<file path="src/lpmc_pkg.sv">
package lpmc_pkg;

   // ************************************************************
   // register map
   // ************************************************************
   localparam logic [7:0] ADDR_CTRL = 8'h00;
   localparam logic [7:0] ADDR_CLKSRC = 8'h04;
   localparam logic [7:0] ADDR_STATUS = 8'h08;

   // ************************************************************
   // control and clock-source register fields
   // ************************************************************
   localparam int MODE_LSB = 0;
   localparam int MODE_W = 2;
   localparam int FILT_LSB = 2;
   localparam int FILT_W = 6;
   localparam int RAMSEL_LSB = 8;
   localparam int RAMSEL_W = 2;
   localparam int FLASH_OFF_BIT = 10;
   localparam int KEEPALIVE_BIT = 0;

   localparam logic [1:0] MODE_RST = 2'h0;
   localparam logic [5:0] FILT_RST = 6'h00;
   localparam logic [1:0] RAMSEL_RST = 2'h0;
   localparam logic [1:0] RAMSEL_KEEP = 2'h0;
   localparam logic [1:0] RAMSEL_OFF = 2'h1;

   // ************************************************************
   // mode select and states
   // ************************************************************
   typedef enum logic [1:0] {
      LPMC_SEL_IDLE = 2'h0,
      LPMC_SEL_STANDBY = 2'h1,
      LPMC_SEL_HALT = 2'h2,
      LPMC_SEL_HIBERNATE = 2'h3
   } lpmc_sel_t;

   typedef enum logic [2:0] {
      LPMC_RUN = 3'h0,
      LPMC_LOW = 3'h1,
      LPMC_WAKE_CLK = 3'h3,
      LPMC_WAKE_CORE = 3'h2,
      LPMC_HIBER = 3'h6
   } lpmc_state_t;

   // ************************************************************
   // timing
   // ************************************************************
   localparam int IDLE_GUARD_CYC = 5;
   localparam int STANDBY_FILT_BASE = 2;

endpackage : lpmc_pkg

</file>
<file path="src/lpmc_top.sv">
`timescale 1ns/100ps
module lpmc_top #(
   parameter int FILT_W = 6
) (
   input wire logic clock_i,
   input wire logic rst_n_i,
   // wishbone slave
   input wire logic wb_cyc_i,
   input wire logic wb_stb_i,
   input wire logic wb_we_i,
   input wire logic [7:0] wb_adr_i,
   input wire logic [3:0] wb_sel_i,
   input wire logic [31:0] wb_dat_i,
   output logic [31:0] wb_dat_o,
   output logic wb_ack_o,
   // cpu and wake events
   input wire logic idle_instr_i,
   input wire logic enabled_interrupt_i,
   input wire logic watchdog_interrupt_i,
   input wire logic external_reset_pin_i,
   input wire logic pll_powered_i,
   // clock enables
   output logic cpu_input_clock_en_o,
   output logic cpu_system_clock_en_o,
   output logic cpu_core_clock_en_o,
   output logic peripheral_clock_en_o,
   output logic watchdog_clock_en_o,
   output logic auxiliary_pll_clock_en_o,
   // power controls
   output logic internal_osc_one_pwr_o,
   output logic internal_osc_two_pwr_o,
   output logic crystal_pins_osc_pwr_o,
   output logic flash_pwr_o,
   output logic low_ram_pwr_o,
   output logic dedicated_local_global_rams_pwr_o,
   output logic periph_pwr_o,
   output logic analog_low_power_o,
   output logic io_hold_o,
   output logic pll_violation_o
);

   initial begin
      if (FILT_W != 6) begin
         $error("lpmc_top: FILT_W must be 6");
      end
   end

   // ************************************************************
   // registers
   // ************************************************************
   logic [1:0] mode_sel;
   logic [FILT_W-1:0] standby_wake_filter_len;
   logic [1:0] low_ram_hibernate_select;
   logic flash_off_in_halt;
   logic watchdog_halt_keepalive;
   lpmc_pkg::lpmc_state_t state;
   lpmc_pkg::lpmc_state_t next_state;
   lpmc_pkg::lpmc_sel_t active_mode;
   logic [2:0] guard_cnt;
   logic wake_raw;
   logic wake_qual;
   logic wake_ok;
   logic access;
   logic [31:0] next_rdata;

   assign access = wb_cyc_i && wb_stb_i && !wb_ack_o;

   function automatic logic [31:0] merge(input logic [31:0] old,
         input logic [31:0] nw, input logic [3:0] sel);
      logic [31:0] r;
      r = old;
      for (int i = 0; i < 4; i++) begin
         if (sel[i]) begin
            r[i*8 +: 8] = nw[i*8 +: 8];
         end
      end
      return r;
   endfunction : merge

   // ************************************************************
   // control and clock-source register writes
   // ************************************************************
   logic [31:0] ctrl_word;
   logic [31:0] ctrl_new;
   logic [31:0] clksrc_new;

   always_comb begin
      ctrl_word = '0;
      ctrl_word[lpmc_pkg::MODE_LSB +: lpmc_pkg::MODE_W] = mode_sel;
      ctrl_word[lpmc_pkg::FILT_LSB +: FILT_W] = standby_wake_filter_len;
      ctrl_word[lpmc_pkg::RAMSEL_LSB +: lpmc_pkg::RAMSEL_W] =
         low_ram_hibernate_select;
      ctrl_word[lpmc_pkg::FLASH_OFF_BIT] = flash_off_in_halt;
   end

   assign ctrl_new = merge(ctrl_word, wb_dat_i, wb_sel_i);
   assign clksrc_new = merge({31'h0, watchdog_halt_keepalive}, wb_dat_i,
      wb_sel_i);

   always_ff @(posedge clock_i) begin
      if (!rst_n_i) begin
         mode_sel <= lpmc_pkg::MODE_RST;
         standby_wake_filter_len <= lpmc_pkg::FILT_RST;
         low_ram_hibernate_select <= lpmc_pkg::RAMSEL_RST;
         flash_off_in_halt <= 1'b0;
         watchdog_halt_keepalive <= 1'b0;
      end else if (access && wb_we_i) begin
         if (wb_adr_i == lpmc_pkg::ADDR_CTRL) begin
            mode_sel <= ctrl_new[lpmc_pkg::MODE_LSB +: lpmc_pkg::MODE_W];
            standby_wake_filter_len <=
               ctrl_new[lpmc_pkg::FILT_LSB +: FILT_W];
            low_ram_hibernate_select <=
               ctrl_new[lpmc_pkg::RAMSEL_LSB +: lpmc_pkg::RAMSEL_W];
            flash_off_in_halt <= ctrl_new[lpmc_pkg::FLASH_OFF_BIT];
         end else if (wb_adr_i == lpmc_pkg::ADDR_CLKSRC) begin
            watchdog_halt_keepalive <= clksrc_new[lpmc_pkg::KEEPALIVE_BIT];
         end
      end
   end

   // ************************************************************
   // bus read and ack
   // ************************************************************
   always_comb begin
      next_rdata = '0;
      if (wb_adr_i == lpmc_pkg::ADDR_CTRL) begin
         next_rdata = ctrl_word;
      end else if (wb_adr_i == lpmc_pkg::ADDR_CLKSRC) begin
         next_rdata = {31'h0, watchdog_halt_keepalive};
      end else if (wb_adr_i == lpmc_pkg::ADDR_STATUS) begin
         next_rdata = {26'h0, pll_violation_o, active_mode, state};
      end
   end

   always_ff @(posedge clock_i) begin
      if (!rst_n_i) begin
         wb_ack_o <= 1'b0;
         wb_dat_o <= '0;
      end else begin
         wb_ack_o <= access;
         wb_dat_o <= access ? next_rdata : 32'h0;
      end
   end

   // ************************************************************
   // wake sources
   // ************************************************************
   assign wake_raw = enabled_interrupt_i || watchdog_interrupt_i ||
      external_reset_pin_i;

   lpmc_wake_filter #(
      .LEN_W(FILT_W)
   ) u_filter (
      .clock_i(clock_i),
      .rst_n_i(rst_n_i),
      .enable_i(state == lpmc_pkg::LPMC_LOW &&
         active_mode == lpmc_pkg::LPMC_SEL_STANDBY),
      .len_i(standby_wake_filter_len),
      .wake_i(wake_raw),
      .wake_o(wake_qual)
   );

   always_comb begin
      wake_ok = 1'b0;
      if (active_mode == lpmc_pkg::LPMC_SEL_STANDBY) begin
         wake_ok = wake_qual;
      end else if (guard_cnt >= 3'(lpmc_pkg::IDLE_GUARD_CYC)) begin
         wake_ok = wake_raw;
      end
   end

   always_ff @(posedge clock_i) begin
      if (!rst_n_i || state != lpmc_pkg::LPMC_LOW) begin
         guard_cnt <= '0;
      end else if (guard_cnt < 3'(lpmc_pkg::IDLE_GUARD_CYC)) begin
         guard_cnt <= guard_cnt + 3'h1;
      end
   end

   // ************************************************************
   // mode state machine
   // ************************************************************
   always_comb begin
      next_state = state;
      case (state)
         lpmc_pkg::LPMC_RUN: begin
            if (idle_instr_i) begin
               if (mode_sel == lpmc_pkg::LPMC_SEL_HIBERNATE) begin
                  next_state = lpmc_pkg::LPMC_HIBER;
               end else begin
                  next_state = lpmc_pkg::LPMC_LOW;
               end
            end
         end
         lpmc_pkg::LPMC_LOW: begin
            if (wake_ok) begin
               next_state = lpmc_pkg::LPMC_WAKE_CLK;
            end
         end
         lpmc_pkg::LPMC_WAKE_CLK: next_state = lpmc_pkg::LPMC_WAKE_CORE;
         lpmc_pkg::LPMC_WAKE_CORE: next_state = lpmc_pkg::LPMC_RUN;
         lpmc_pkg::LPMC_HIBER: begin
            if (wake_raw) begin
               next_state = lpmc_pkg::LPMC_WAKE_CLK;
            end
         end
         default: next_state = lpmc_pkg::LPMC_RUN;
      endcase
   end

   always_ff @(posedge clock_i) begin
      if (!rst_n_i) begin
         state <= lpmc_pkg::LPMC_RUN;
         active_mode <= lpmc_pkg::LPMC_SEL_IDLE;
      end else begin
         state <= next_state;
         if (state == lpmc_pkg::LPMC_RUN && idle_instr_i) begin
            active_mode <= lpmc_pkg::lpmc_sel_t'(mode_sel);
         end
      end
   end

   // ************************************************************
   // clock and power outputs
   // ************************************************************
   always_ff @(posedge clock_i) begin
      if (!rst_n_i) begin
         cpu_input_clock_en_o <= 1'b1;
         cpu_system_clock_en_o <= 1'b1;
         cpu_core_clock_en_o <= 1'b1;
         peripheral_clock_en_o <= 1'b1;
         watchdog_clock_en_o <= 1'b1;
         auxiliary_pll_clock_en_o <= 1'b1;
         internal_osc_one_pwr_o <= 1'b1;
         internal_osc_two_pwr_o <= 1'b1;
         crystal_pins_osc_pwr_o <= 1'b1;
         flash_pwr_o <= 1'b1;
         low_ram_pwr_o <= 1'b1;
         dedicated_local_global_rams_pwr_o <= 1'b1;
         periph_pwr_o <= 1'b1;
         analog_low_power_o <= 1'b0;
         io_hold_o <= 1'b0;
         pll_violation_o <= 1'b0;
      end else begin
         cpu_input_clock_en_o <= 1'b1;
         cpu_system_clock_en_o <= 1'b1;
         cpu_core_clock_en_o <= 1'b1;
         peripheral_clock_en_o <= 1'b1;
         watchdog_clock_en_o <= 1'b1;
         auxiliary_pll_clock_en_o <= 1'b1;
         internal_osc_one_pwr_o <= 1'b1;
         internal_osc_two_pwr_o <= 1'b1;
         crystal_pins_osc_pwr_o <= 1'b1;
         flash_pwr_o <= 1'b1;
         low_ram_pwr_o <= 1'b1;
         dedicated_local_global_rams_pwr_o <= 1'b1;
         periph_pwr_o <= 1'b1;
         analog_low_power_o <= 1'b0;
         io_hold_o <= 1'b0;
         if (state == lpmc_pkg::LPMC_RUN && idle_instr_i &&
               mode_sel == lpmc_pkg::LPMC_SEL_HALT && pll_powered_i) begin
            pll_violation_o <= 1'b1;
         end else if (state == lpmc_pkg::LPMC_WAKE_CORE) begin
            pll_violation_o <= 1'b0;
         end
         case (next_state)
            lpmc_pkg::LPMC_LOW: begin
               cpu_core_clock_en_o <= 1'b0;
               if ((state == lpmc_pkg::LPMC_RUN ? mode_sel :
                     active_mode) !=
                     lpmc_pkg::LPMC_SEL_IDLE) begin
                  cpu_input_clock_en_o <= 1'b0;
                  cpu_system_clock_en_o <= 1'b0;
                  peripheral_clock_en_o <= 1'b0;
               end
               if ((state == lpmc_pkg::LPMC_RUN ? mode_sel : active_mode)
                     == lpmc_pkg::LPMC_SEL_HALT) begin
                  auxiliary_pll_clock_en_o <= 1'b0;
                  crystal_pins_osc_pwr_o <= 1'b0;
                  flash_pwr_o <= !flash_off_in_halt;
                  watchdog_clock_en_o <= watchdog_halt_keepalive;
                  internal_osc_one_pwr_o <= watchdog_halt_keepalive;
                  internal_osc_two_pwr_o <= watchdog_halt_keepalive;
               end
            end
            lpmc_pkg::LPMC_WAKE_CLK: begin
               cpu_core_clock_en_o <= 1'b0;
            end
            lpmc_pkg::LPMC_HIBER: begin
               cpu_input_clock_en_o <= 1'b0;
               cpu_system_clock_en_o <= 1'b0;
               cpu_core_clock_en_o <= 1'b0;
               peripheral_clock_en_o <= 1'b0;
               periph_pwr_o <= 1'b0;
               watchdog_clock_en_o <= 1'b0;
               auxiliary_pll_clock_en_o <= 1'b0;
               internal_osc_one_pwr_o <= 1'b0;
               internal_osc_two_pwr_o <= 1'b0;
               crystal_pins_osc_pwr_o <= 1'b0;
               flash_pwr_o <= 1'b0;
               analog_low_power_o <= 1'b1;
               low_ram_pwr_o <= (low_ram_hibernate_select ==
                  lpmc_pkg::RAMSEL_KEEP);
               dedicated_local_global_rams_pwr_o <= 1'b0;
               io_hold_o <= 1'b1;
            end
            default: begin
            end
         endcase
      end
   end

endmodule : lpmc_top

</file>
<file path="src/lpmc_wake_filter.sv">
`timescale 1ns/100ps
module lpmc_wake_filter #(
   parameter int LEN_W = 6
) (
   input wire logic clock_i,
   input wire logic rst_n_i,
   input wire logic enable_i,
   input wire logic [LEN_W-1:0] len_i,
   input wire logic wake_i,
   output logic wake_o
);
   localparam int CNT_W = LEN_W + 2;

   initial begin
      if (LEN_W < 1) begin
         $error("lpmc_wake_filter: LEN_W must be at least 1");
      end
   end

   logic [CNT_W-1:0] count;
   logic [CNT_W-1:0] need;

   assign need = CNT_W'(len_i) + CNT_W'(lpmc_pkg::STANDBY_FILT_BASE);

   // ************************************************************
   // wake must be stable for (base + length) cycles
   // ************************************************************
   always_ff @(posedge clock_i) begin
      if (!rst_n_i || !enable_i || !wake_i) begin
         count <= '0;
         wake_o <= 1'b0;
      end else if (count + CNT_W'(1) >= need) begin
         wake_o <= 1'b1;
      end else begin
         count <= count + CNT_W'(1);
      end
   end

endmodule : lpmc_wake_filter

</file>
<file path="config.mk">
export PLATFORM = sky130hd
export DESIGN_NAME = lpmc_top
export DESIGN_NICKNAME = d
export VERILOG_FILES = /design/src/lpmc_pkg.sv /design/src/lpmc_top.sv /design/src/lpmc_wake_filter.sv
export SDC_FILE = /design/constraint.sdc
export NUM_CORES = 1
export LEC_CHECK = 0
export ABC_AREA = 1
export BUFFER_PORTS_ARGS = -buffer_cell sky130_fd_sc_hd__buf_2
export CORE_AREA = 4 4 89 70
export DETAILED_ROUTE_END_ITERATION = 7
export DIE_AREA = 0 0 93 74
export PLACE_DENSITY = 0.84
export SETUP_SLACK_MARGIN = 0.3
export SYNTH_ARGS = -nofsm -noshare
export SYNTH_HDL_FRONTEND = slang
export SYNTH_SLANG_ARGS = --single-unit
</file>
<file path="constraint.sdc">
create_clock -name clock_i -period 2.2 [get_ports clock_i]
set_input_delay 0.33 -clock clock_i [delete_from_list [all_inputs] [get_ports clock_i]]
set_output_delay 0.33 -clock clock_i [all_outputs]
set_load 0.1 [all_outputs]
</file>
==> results of run 1 <==
==> sequential cells by signal, indices dropped and copies added (netlist names) <==
| signal | flops |
|---|---|
| wb_dat_o | 11 |
| u_filter.count | 8 |
| standby_wake_filter_len | 6 |
| guard_cnt | 3 |
| state | 3 |
| active_mode | 2 |
| low_ram_hibernate_select | 2 |
| mode_sel | 2 |
| cpu_core_clock_en_o | 1 |
| crystal_pins_osc_pwr_o | 1 |
| flash_off_in_halt | 1 |
| flash_pwr_o | 1 |
| internal_osc_two_pwr_o | 1 |
| io_hold_o | 1 |
| low_ram_pwr_o | 1 |
| periph_pwr_o | 1 |
| peripheral_clock_en_o | 1 |
| pll_violation_o | 1 |
| u_filter.wake_o | 1 |
| watchdog_halt_keepalive | 1 |
| wb_ack_o | 1 |
==> worst min-delay path: stages <==
cell and delay, ns:
buf_2 0.08, o21ai_0 0.08, nor2_1 0.08
==> timing repair <==
action	4_1_cts	5_1_grt
buffers inserted	6	5
resized for setup	17	17
pin swaps	14	13
endpoints found under the hold margin	0	0
cloned	1	0
setup endpoints to repair	9	9
==> cell usage after synthesis, types with 2 or more instances <==
cell | instances | area, µm²
nand2_1 | 55 | 206
dfxtp_1 | 50 | 1000
inv_1 | 50 | 188
nor2_1 | 37 | 139
buf_4 | 28 | 210
o21ai_0 | 25 | 125
a21oi_1 | 23 | 115
nand3_1 | 18 | 90.1
ha_1 | 11 | 138
nor3_1 | 5 | 25.0
xor2_1 | 5 | 43.8
nand4_1 | 4 | 25.0
nand2_2 | 3 | 18.8
o22ai_1 | 3 | 18.8
buf_6 | 2 | 22.5
clkbuf_1 | 2 | 7.51
o21bai_1 | 2 | 15.0
xnor2_1 | 2 | 17.5
==> routing by layer <==
metal | up-vias | routed length, µm | track usage [%]
li1 | 1163 | - | -
met1 | 1019 | 2430 | 20.5
met2 | 69 | 2720 | 29.3
met3 | 8 | 413 | 3.44
met4 | 0 | 94 | 6.83
met5 | - | 0 | 0
==> final timing paths <==
kind	depth (start not counted)	from	slack, ns	end
max	13	u_filter.count[0]	0.13	u_filter.count[3]
min	3	wb_dat_i[2]	0.29	standby_wake_filter_len[0]
max reg2reg	13	u_filter.count[0]	0.13	u_filter.count[3]
min reg2reg	1	low_ram_hibernate_select[0]	0.45	low_ram_pwr_o
==> logic make-up (layout without fill, tap and decap cells) <==
kind of cell	count (synthesis)	after routing	synth area share (%)
AOI/OAI and AO/OA	56	56	11.8
xor gates and xnor gates	7	7	2.42
adders and majority gates	11	11	5.43
buffers and inverters	83	129	17.0
DFF	50	50	39.5
other	1	21	0.148
and+or+nand+nor	130	131	23.7
==> final cells by class <==
cell class / count / area (µm²)
Timing Repair Buffer: 70 / 384
Fill cell: 481 / 2220
Clock buffer: 5 / 68.8
Tap cell: 75 / 93.8
Sequential cell: 50 / 1010
Multi-Input combinational cell: 226 / 1300
Inverter: 51 / 194
Clock inverter: 3 / 25.0
==> metrics by stage <==
stage               hold slack (ns)  utilization, %  cell area (µm²)  setup slack [ns]
global route                  0.291            58.1             3080            0.0227
finish                        0.289            58.1             3080             0.132
CTS                           0.270            56.4             2990             0.176
global placement              0.441            52.2             2770             0.216
floorplan                     0.411               -             2610             0.303
detailed placement            0.437            52.2             2770             0.124
==> power by group <==
part           total [mW]  switching [mW]  internal, mW
Clock               0.553           0.323         0.230
Sequential          0.924         0.00888         0.915
Combinational       0.391           0.336        0.0552
Total                1.87           0.668          1.20
==> impl_metrics.csv, run 1 <==
group,metric,value,unit
run_status,status,"completed",
critical_path,crit_required,2.45,ns
floorplanning,chipWidth,93,µm
drt,dr.pass1.iters,4,
global_routing,grt_pass1_vias,2028,
place,io_buffers,58,
clock_tree,cts.sinks,50,
drt,route.detailed.drc,0,
synth,synthFlopType,"dfxtp_1",
critical_path,cp_top_family,"simple AND/OR/NAND/NOR gates",
floorplanning,die_h,74,µm
synth,netlist_area,2530,µm²
floorplanning,top_level_ports,103,
timing,fin_tns_setup,0,ns
critical_path,cp-end-kind,"register",
synth,seq_area_frac_synth,39.5,%
synth,syn_avg_cell_area,7.50,µm²
synth,synthDistinctLibCells,31,
critical_path,worstSetupPathType,"reg -> reg",
synth,synth-edff-count,0,
run,max_cap_viol_count,0,
hold_path,hold_class,"in -> reg",
drt,routedWlPerCell,11.8,µm
timing,maxSlewViolCount,0,
final_layout,diodes,0,
timing,relSlewSlack,53.1,%
drt,routed_via_density,4.71,
drt,vias,2259,
critical_path,crit_path_max_fanout,8,
floorplanning,core,5300,µm²
critical_path,cp_num_buf_inv,2,
synth,postSynth.asyncResetShare,0,%
drt,final_antenna_net_count,0,
critical_path,slowest_delay,0.39,ns
critical_path,cp_common_cell,"nand2_1",
clock_tree,cts_tree,"done",
timing,rsz0062_at_grt,"true",
pwr,power_density,607,nW/µm²
final_layout,fin_cells,480,
clock_tree,clk_latency,0.32,ns
floorplanning,start_util,47.8,%
floorplanning,dieArea,6880,µm²
clock_tree,numCtsBuffers,5,
final_layout,mostFrequentLayoutCells,"buf_2 (58), nand2_1 (50), inv_1 (48)",
timing,fin_crit_sh,94.0,%
final_layout,layout_commonest_cell,"buf_2",
timing,skew,0.0145,ns
critical_path,startpoint_type,"register",
drt,drt_iter0_drc,99,
clock_tree,hold_buffers,0,
synth,ys_ff_latch,50,
clock_tree,clockRootBuffer,"clkbuf_8",
critical_path,crit_slowest_cell,"dfxtp_4",
clock_tree,htree_num_levels,2,
timing,finalSetupViolCount,0,
global_routing,grt_max_degree,18,
global_routing,grt_pass1_wl,9.03,mm
timing,max_freq,0.484,GHz
clock_tree,cts_buffer_depth,2,
timing,tightest_slew,0.701,ns
final_layout,drive_gt1_share,28.6,%
timing,hold_viol,0,
critical_path,critPathArrivalTime,2.32,ns
place,place.gp.congestion,0.877,
final_layout,nNetsFinal,469,
critical_path,crit_chain,"inv_4 > nor2_4 > xor2_2 > ha_1 > nand2_1 > o21bai_4 > nand2_1 > nand4_1 > buf_4 > nand3_4 > nand2_1 > nand2_1 > nor2_1",
clock_tree,cts.clk_slew.worst_paths,0.09,ns
synth,yosys_warnings,0,
synth,synth_cells,338,
pwr,leakage,1.46,nW
timing,min_period,2.07,ns
final_layout,area_growth,21.4,%
global_routing,grt_overflow,0,
place,place_inst,460,
pwr,vdd_drop_max,0.000422,V
global_routing,antenna_found_initial,0,
place,post-dp-hpwl,4.16,mm
global_routing,track_usage,16.8,%
drt,wirelength,5.66,mm
floorplanning,rows,23,
pwr,p_total,1.87,mW
No activity file was read; power rests on OpenSTA's default activity.
==> run 2: changes to the inputs <==
Settings changed: CTS_BUF_LIST set to sky130_fd_sc_hd__clkbuf_16.
==> run 2 against run 1 <==
Largest cell class unchanged; combinational power barely moved; setup slack lost 0.035 ns; via count is 2.1% higher; first-iteration DRC count is 5.1% higher; maximum frequency is 1.6% lower; final cell count grew 0.63%; utilization is 1.2 points higher; non-clock buffer count increased by 3; clock power increased by 41%; sequential share of layout area decreased by 0.62 points; clock-buffer cell count stayed put.
==> impl_metrics.csv, run 2 (same netlist as run 1, synthesis figures left out) <==
group,metric,value,unit
run_status,status,"completed",
timing,fin_tns_setup,0,ns
floorplanning,core,5300,µm²
timing,relSlewSlack,57.0,%
timing,min_period,2.10,ns
clock_tree,clockRootBuffer,"clkbuf_16",
final_layout,layout_commonest_cell,"buf_2",
final_layout,largest_register_ffs,11,
critical_path,r2r-start,"u_filter.count[0]",
critical_path,crit_slowest_cell,"dfxtp_4",
critical_path,crit_chain,"inv_4 > nor2_4 > nand3_2 > xor2_2 > ha_1 > a21oi_2 > o211ai_2 > inv_2 > nand3_4 > buf_6 > nor2_2 > nor2_1",
hold_path,whs_path_depth,3,
drt,routed_via_density,4.77,
final_layout,area_growth,23.9,%
final_layout,nNetsFinal,472,
place,io_buffers,58,
hold_path,min_to,"standby_wake_filter_len[0]",
place,place.gp.congestion,0.877,
clock_tree,cts_tree,"done",
hold_path,hold_class,"in -> reg",
timing,max_freq,0.476,GHz
critical_path,r2r_end,"u_filter.count[6]",
place,post-dp-hpwl,4.16,mm
clock_tree,cts.sinks,50,
hold_path,min_from,"wb_dat_i[2]",
clock_tree,clk_latency,0.30,ns
final_layout,fin_cells,483,
clock_tree,numCtsBuffers,5,
critical_path,slowest_delay,0.38,ns
drt,wirelength,5.81,mm
pwr,leakage,1.50,nW
global_routing,grt_pass1_wl,9.27,mm
critical_path,startpoint_type,"register",
timing,hold_viol,0,
critical_path,rr_worst_depth,12,
timing,finalSetupViolCount,0,
timing,tightest_slew,0.642,ns
drt,final_antenna_net_count,0,
floorplanning,start_util,47.8,%
final_layout,mostFrequentLayoutCells,"buf_2 (58), nand2_1 (51), inv_1 (47)",
global_routing,grt_max_degree,18,
critical_path,ff2ff_setup_slack,0.1,ns
clock_tree,hold_buffers,0,
clock_tree,htree_num_levels,2,
drt,routedWlPerCell,12.0,µm
timing,skew,0.00823,ns
timing,fin_crit_sh,95.6,%
floorplanning,chipWidth,93,µm
critical_path,worstSetupPathType,"reg -> reg",
floorplanning,dieArea,6880,µm²
global_routing,grt_overflow,0,
floorplanning,rows,23,
drt,route.detailed.drc,0,
final_layout,diodes,0,
timing,maxSlewViolCount,0,
pwr,vdd_drop_max,0.000614,V
final_layout,drive_gt1_share,28.7,%
drt,drt_iter0_drc,104,
timing,rsz0062_at_grt,"true",
run,max_cap_viol_count,0,
drt,vias,2306,
critical_path,crit_path_max_fanout,8,
clock_tree,cts.clk_slew.worst_paths,0.07,ns
global_routing,antenna_found_initial,0,
critical_path,cp-end-kind,"register",
critical_path,crit_required,2.39,ns
final_layout,top_regs,"wb_dat_o (11), u_filter.count (8), standby_wake_filter_len (6)",
floorplanning,top_level_ports,103,
critical_path,critPathArrivalTime,2.30,ns
final_layout,nFillCells,467,
global_routing,grt_pass1_vias,2079,
global_routing,track_usage,17.3,%
clock_tree,cts_buffer_depth,2,
pwr,power_density,667,nW/µm²
pwr,p_total,2.09,mW
final_layout,regMostFlops,"wb_dat_o",
place,place_inst,460,
floorplanning,die_h,74,µm
drt,dr.pass1.iters,4,
[run 2: changes by cell type in the layout (fill, tap and decap cells not counted), moves of 2 or more]
| cell | previous run | this run |
|---|---|---|
| nor2_2 | 1 | 3 |
| clkbuf_16 | 0 | 5 |
| clkbuf_8 | 5 | 0 |
| buf_4 | 11 | 14 |
| nor2_1 | 37 | 35 |
| dfxtp_2 | 5 | 3 |
[run 2: power breakdown]
group / internal (mW) / switching (mW) / leakage (nW)
Clock: 0.427 / 0.353 / 0.0704
Sequential: 0.914 / 0.00898 / 0.409
Combinational: 0.0550 / 0.335 / 1.02
Total: 1.40 / 0.698 / 1.50
[run 2: metal layers]
| metal | wire length (µm) | track usage, % | part of all wire [%] | vias to the layer above |
|---|---|---|---|---|
| met4 | 104 | 5.04 | 1.8 | 0 |
| met3 | 545 | 5.46 | 9.4 | 11 |
| li1 | - | - | - | 1170 |
| met2 | 2750 | 30.1 | 47 | 90 |
| met5 | 0 | 0 | 0 | - |
| met1 | 2410 | 20.8 | 41 | 1035 |
[run 2: what timing repair did]
item,4_1_cts,5_1_grt
gates resized for setup,19,13
pin swaps,19,15
setup endpoints to repair,9,9
cloned,1,0
setup buffers,9,5
[run 2: critical path, delay by kind of cell (launching register included)]
family / cells / cell delay [ns]
flip-flops: 1 / 0.38
XOR/XNOR: 1 / 0.16
AO/OA/AOI/OAI: 2 / 0.27
adder cells (fa/ha/maj): 1 / 0.34
AND/OR/NAND/NOR: 5 / 0.54
buffers and inverters: 3 / 0.30
[run 2: cell type report]
class	count	area, µm²	share of cell area, %
multi-input cells	226	1280	40.7
clock buffers	5	125	3.99
repair buffers	73	407	13.0
well taps	75	93.8	2.99
clock inverters	3	25.0	0.797
inverters	51	194	6.18
flip-flops and latches	50	1020	32.4
[run 2: worst max path at each step]
stage,startpoint,end,cells past startpoint
floorplan,u_filter.count[0],u_filter.wake_o,12
global placement,u_filter.count[0],u_filter.wake_o,11
detailed placement,u_filter.count[0],u_filter.count[6],12
CTS,u_filter.count[1],u_filter.count[6],12
global route,u_filter.count[0],u_filter.count[6],12
finish,u_filter.count[0],u_filter.count[6],12
[run 2: through the flow]
| stage | setup slack, ns | hold slack (ns) | utilization (%) | instance area (µm²) |
|---|---|---|---|---|
| after global routing | 0.00235 | 0.318 | 59.3 | 3140 |
| final | 0.0973 | 0.291 | 59.3 | 3140 |
| after floorplan | 0.303 | 0.411 | - | 2610 |
| after CTS | 0.205 | 0.290 | 57.9 | 3070 |
| after global placement | 0.216 | 0.441 | 52.2 | 2770 |
| after detailed placement | 0.124 | 0.437 | 52.2 | 2770 |
==> run 3: changes to the inputs <==
Settings changed: CORE_AREA 4 4 89 70 to 4 4 90 71, DIE_AREA 0 0 93 74 to 0 0 94 75, SYNTH_HIERARCHICAL set to 1, TNS_END_PERCENT set to 1.
==> run 3 against run 2 <==
Clock-buffer cell count did not move; maximum frequency fell by 7.5%; critical path type unchanged; the flow now finishes with violations (setup timing); clock skew fell by 0.0024 ns; utilization fell by 0.82 points; setup slack got worse by 0.17 ns; combinational power rose by 5%; area after synthesis rose by 4.0%.
==> impl_metrics.csv, run 3 <==
group,metric,value,unit
run_status,status,"complete, but fails checks",
run_status,violations,"setup timing",
global_routing,grt_pass1_vias,2113,
floorplanning,start_util,47.2,%
drt,vias,2318,
final_layout,regMostFlops,"wb_dat_o",
drt,wirelength,5.91,mm
critical_path,ff2ff_setup_slack,-0.07,ns
critical_path,crit_chain,"nand3_4 > nor2_4 > nand2_2 > xor2_2 > inv_1 > ha_4 > a21o_2 > a21oi_2 > nand2_2 > nor2_4 > buf_12 > buf_8 > nand3_1 > nand2_1 > nor2_1",
timing,relSlewSlack,64.9,%
synth,synth_cells,350,
timing,hold_ws,0.292,ns
drt,dr.pass1.iters,4,
synth,postSynth.asyncResetShare,0,%
place,placed_area,2940,µm²
clock_tree,clockRootBuffer,"clkbuf_16",
pwr,power_density,682,nW/µm²
synth,yosysTopAreaCellShare,38.0,%
final_layout,top_regs,"wb_dat_o (11), u_filter/count (8), standby_wake_filter_len (6)",
floorplanning,die_h,75,µm
critical_path,crit_path_max_fanout,7,
timing,finalSetupViolCount,2,
clock_tree,cts_tree,"done",
clock_tree,htree_num_levels,2,
synth,synth-edff-count,0,
place,place.gp.congestion,0.851,
floorplanning,core,5590,µm²
drt,routedWlPerCell,11.9,µm
final_layout,fin_cells,497,
timing,skew,0.00586,ns
clock_tree,cts.sinks,50,
final_layout,nNetsFinal,483,
floorplanning,chipWidth,94,µm
clock_tree,numCtsBuffers,5,
drt,route.top_layer_used,"met4",
synth,netlist_top_cells_count,"nand2_1 (53), dfxtp_1 (50), nor2_1 (41)",
timing,tightest_slew,0.522,ns
place,io_buffers,58,
synth,synthDistinctLibCells,33,
global_routing,grt_max_degree,20,
timing,maxSlewViolCount,0,
timing,setup_slack,-0.0738,ns
global_routing,grt_overflow,0,
clock_tree,clk_latency,0.29,ns
timing,min_period,2.27,ns
drt,m1WireLength,2.57,mm
pwr,vdd_drop_max,0.000308,V
place,post-place-ws,-0.0957,ns
floorplanning,dieArea,7050,µm²
critical_path,crit_slowest_cell,"dfxtp_4",
final_layout,largest_register_ffs,11,
drt,final_antenna_net_count,0,
hold_path,hold_class,"in -> reg",
synth,syn_avg_cell_area,7.53,µm²
drt,route.detailed.drc,0,
critical_path,cp-end-kind,"register",
synth,netlist_area,2640,µm²
synth,ys_top_cells_by_area,"dfxtp_1 (38%), buf_4 (8.5%), nand2_1 (7.5%)",
synth,ys_ff_latch,50,
drt,routed_via_density,4.66,
drt,wl_met3,416,µm
critical_path,startpoint_type,"register",
global_routing,track_usage,16.8,%
synth,synthFlopType,"dfxtp_1",
timing,fin_tns_setup,-0.147,ns
final_layout,mostFrequentLayoutCells,"buf_2 (58), nand2_1 (51), dfxtp_1 (45)",
drt,wl_met2,2.87,mm
drt,drt_iter0_drc,178,
critical_path,critPathArrivalTime,2.46,ns
floorplanning,top_level_ports,103,
pwr,leakage,1.60,nW
critical_path,worstSetupPathType,"reg -> reg",
final_layout,area_growth,23.9,%
synth,seq_area_frac_synth,38.0,%
global_routing,grt_pass1_wl,9.29,mm
final_layout,layout_commonest_cell,"buf_2",
floorplanning,rows,24,
final_layout,final_util,58.5,%
pwr,p_total,2.23,mW
timing,fin_crit_sh,103,%
place,place_inst,484,
synth,yosysTopAreaCell,"dfxtp_1",
clock_tree,hold_buffers,0,
run,max_cap_viol_count,0,
critical_path,crit_required,2.39,ns
final_layout,stdcell_area,3270,µm²
timing,hold_viol,0,
synth,yosys_warnings,6,
global_routing,antenna_found_initial,0,
final_layout,diodes,0,
critical_path,slowest_delay,0.38,ns
synth,synth_most_common_cell,"nand2_1",
final_layout,drive_gt1_share,32.9,%
clock_tree,cts.clk_slew.worst_paths,0.07,ns
timing,rsz0062_at_grt,"true",
timing,max_freq,0.440,GHz
clock_tree,cts_buffer_depth,2,
place,post-dp-hpwl,4.34,mm
run 3: cell types whose count changed after synthesis, moves of 3 or more:
| cell | previous run | this run |
|---|---|---|
| o21ai_0 | 25 | 17 |
| nor3_1 | 5 | 2 |
| nand3_1 | 18 | 23 |
| inv_1 | 50 | 37 |
| inv_2 | 1 | 8 |
| o22ai_1 | 3 | 0 |
| a21oi_1 | 23 | 20 |
| nor2_1 | 37 | 41 |
| nand3b_1 | 0 | 5 |
| nand2_2 | 3 | 12 |
| nor2_2 | 1 | 8 |
run 3: cells by family (layout without fill, tap and decap cells):
| family | count (synthesis) | after routing | share of synthesized area [%] |
|---|---|---|---|
| AO/OA/AOI/OAI | 44 | 44 | 8.83 |
| other | 1 | 21 | 0.142 |
| XOR/XNOR | 8 | 8 | 2.66 |
| adder cells (fa/ha/maj) | 11 | 11 | 5.22 |
| buffers and inverters | 79 | 128 | 16.2 |
| flip-flops | 50 | 50 | 38.0 |
| AND/OR/NAND/NOR | 157 | 157 | 28.9 |
run 3: repair_timing:
action,4_1_cts,5_1_grt
endpoints found under the setup margin,9,9
buffers inserted,1,4
cloned,0,0
gates resized for setup,7,23
pin swaps,0,15
hold endpoints to repair,0,0
run 3: worst max-delay path, delay by kind of cell, from the launching register on:
family | cells | cell delay, ns
AOI/OAI and AO/OA | 2 | 0.37
xor gates and xnor gates | 1 | 0.17
adders and majority gates | 1 | 0.22
buffers and inverters | 3 | 0.33
DFF | 1 | 0.38
and+or+nand+nor | 8 | 0.68
run 3: metal layers:
metal / global-route usage [%] / vias up
li1: - / 1201
met3: 3.30 / 6
met2: 28.2 / 79
met5: 0 / -
met1: 22.0 / 1032
met4: 5.93 / 0
run 3: final timing paths:
| check | cells after the start | to | startpoint |
|---|---|---|---|
| setup / recovery | 15 | u_filter/count[3] | u_filter/count[0] |
| hold / removal | 3 | standby_wake_filter_len[3] | wb_dat_i[5] |
| setup reg to reg | 15 | u_filter/count[3] | u_filter/count[0] |
| hold reg to reg | 1 | low_ram_pwr_o | low_ram_hibernate_select[0] |
run 3: final cells by class:
class                           instances  area, µm²
Clock buffer                            5        125
Sequential cell                        50       1010
Timing Repair Buffer                   74        430
Multi-Input combinational cell        241       1380
Inverter                               46        173
Fill cell                             493       2320
Tap cell                               78       97.6
Clock inverter                          3       47.5
run 3: report_power, final:
group	switching, mW	internal (mW)	leakage, nW
Combinational	0.348	0.0596	1.11
Clock	0.352	0.543	0.0844
Sequential	0.0102	0.915	0.408
Total	0.711	1.52	1.60
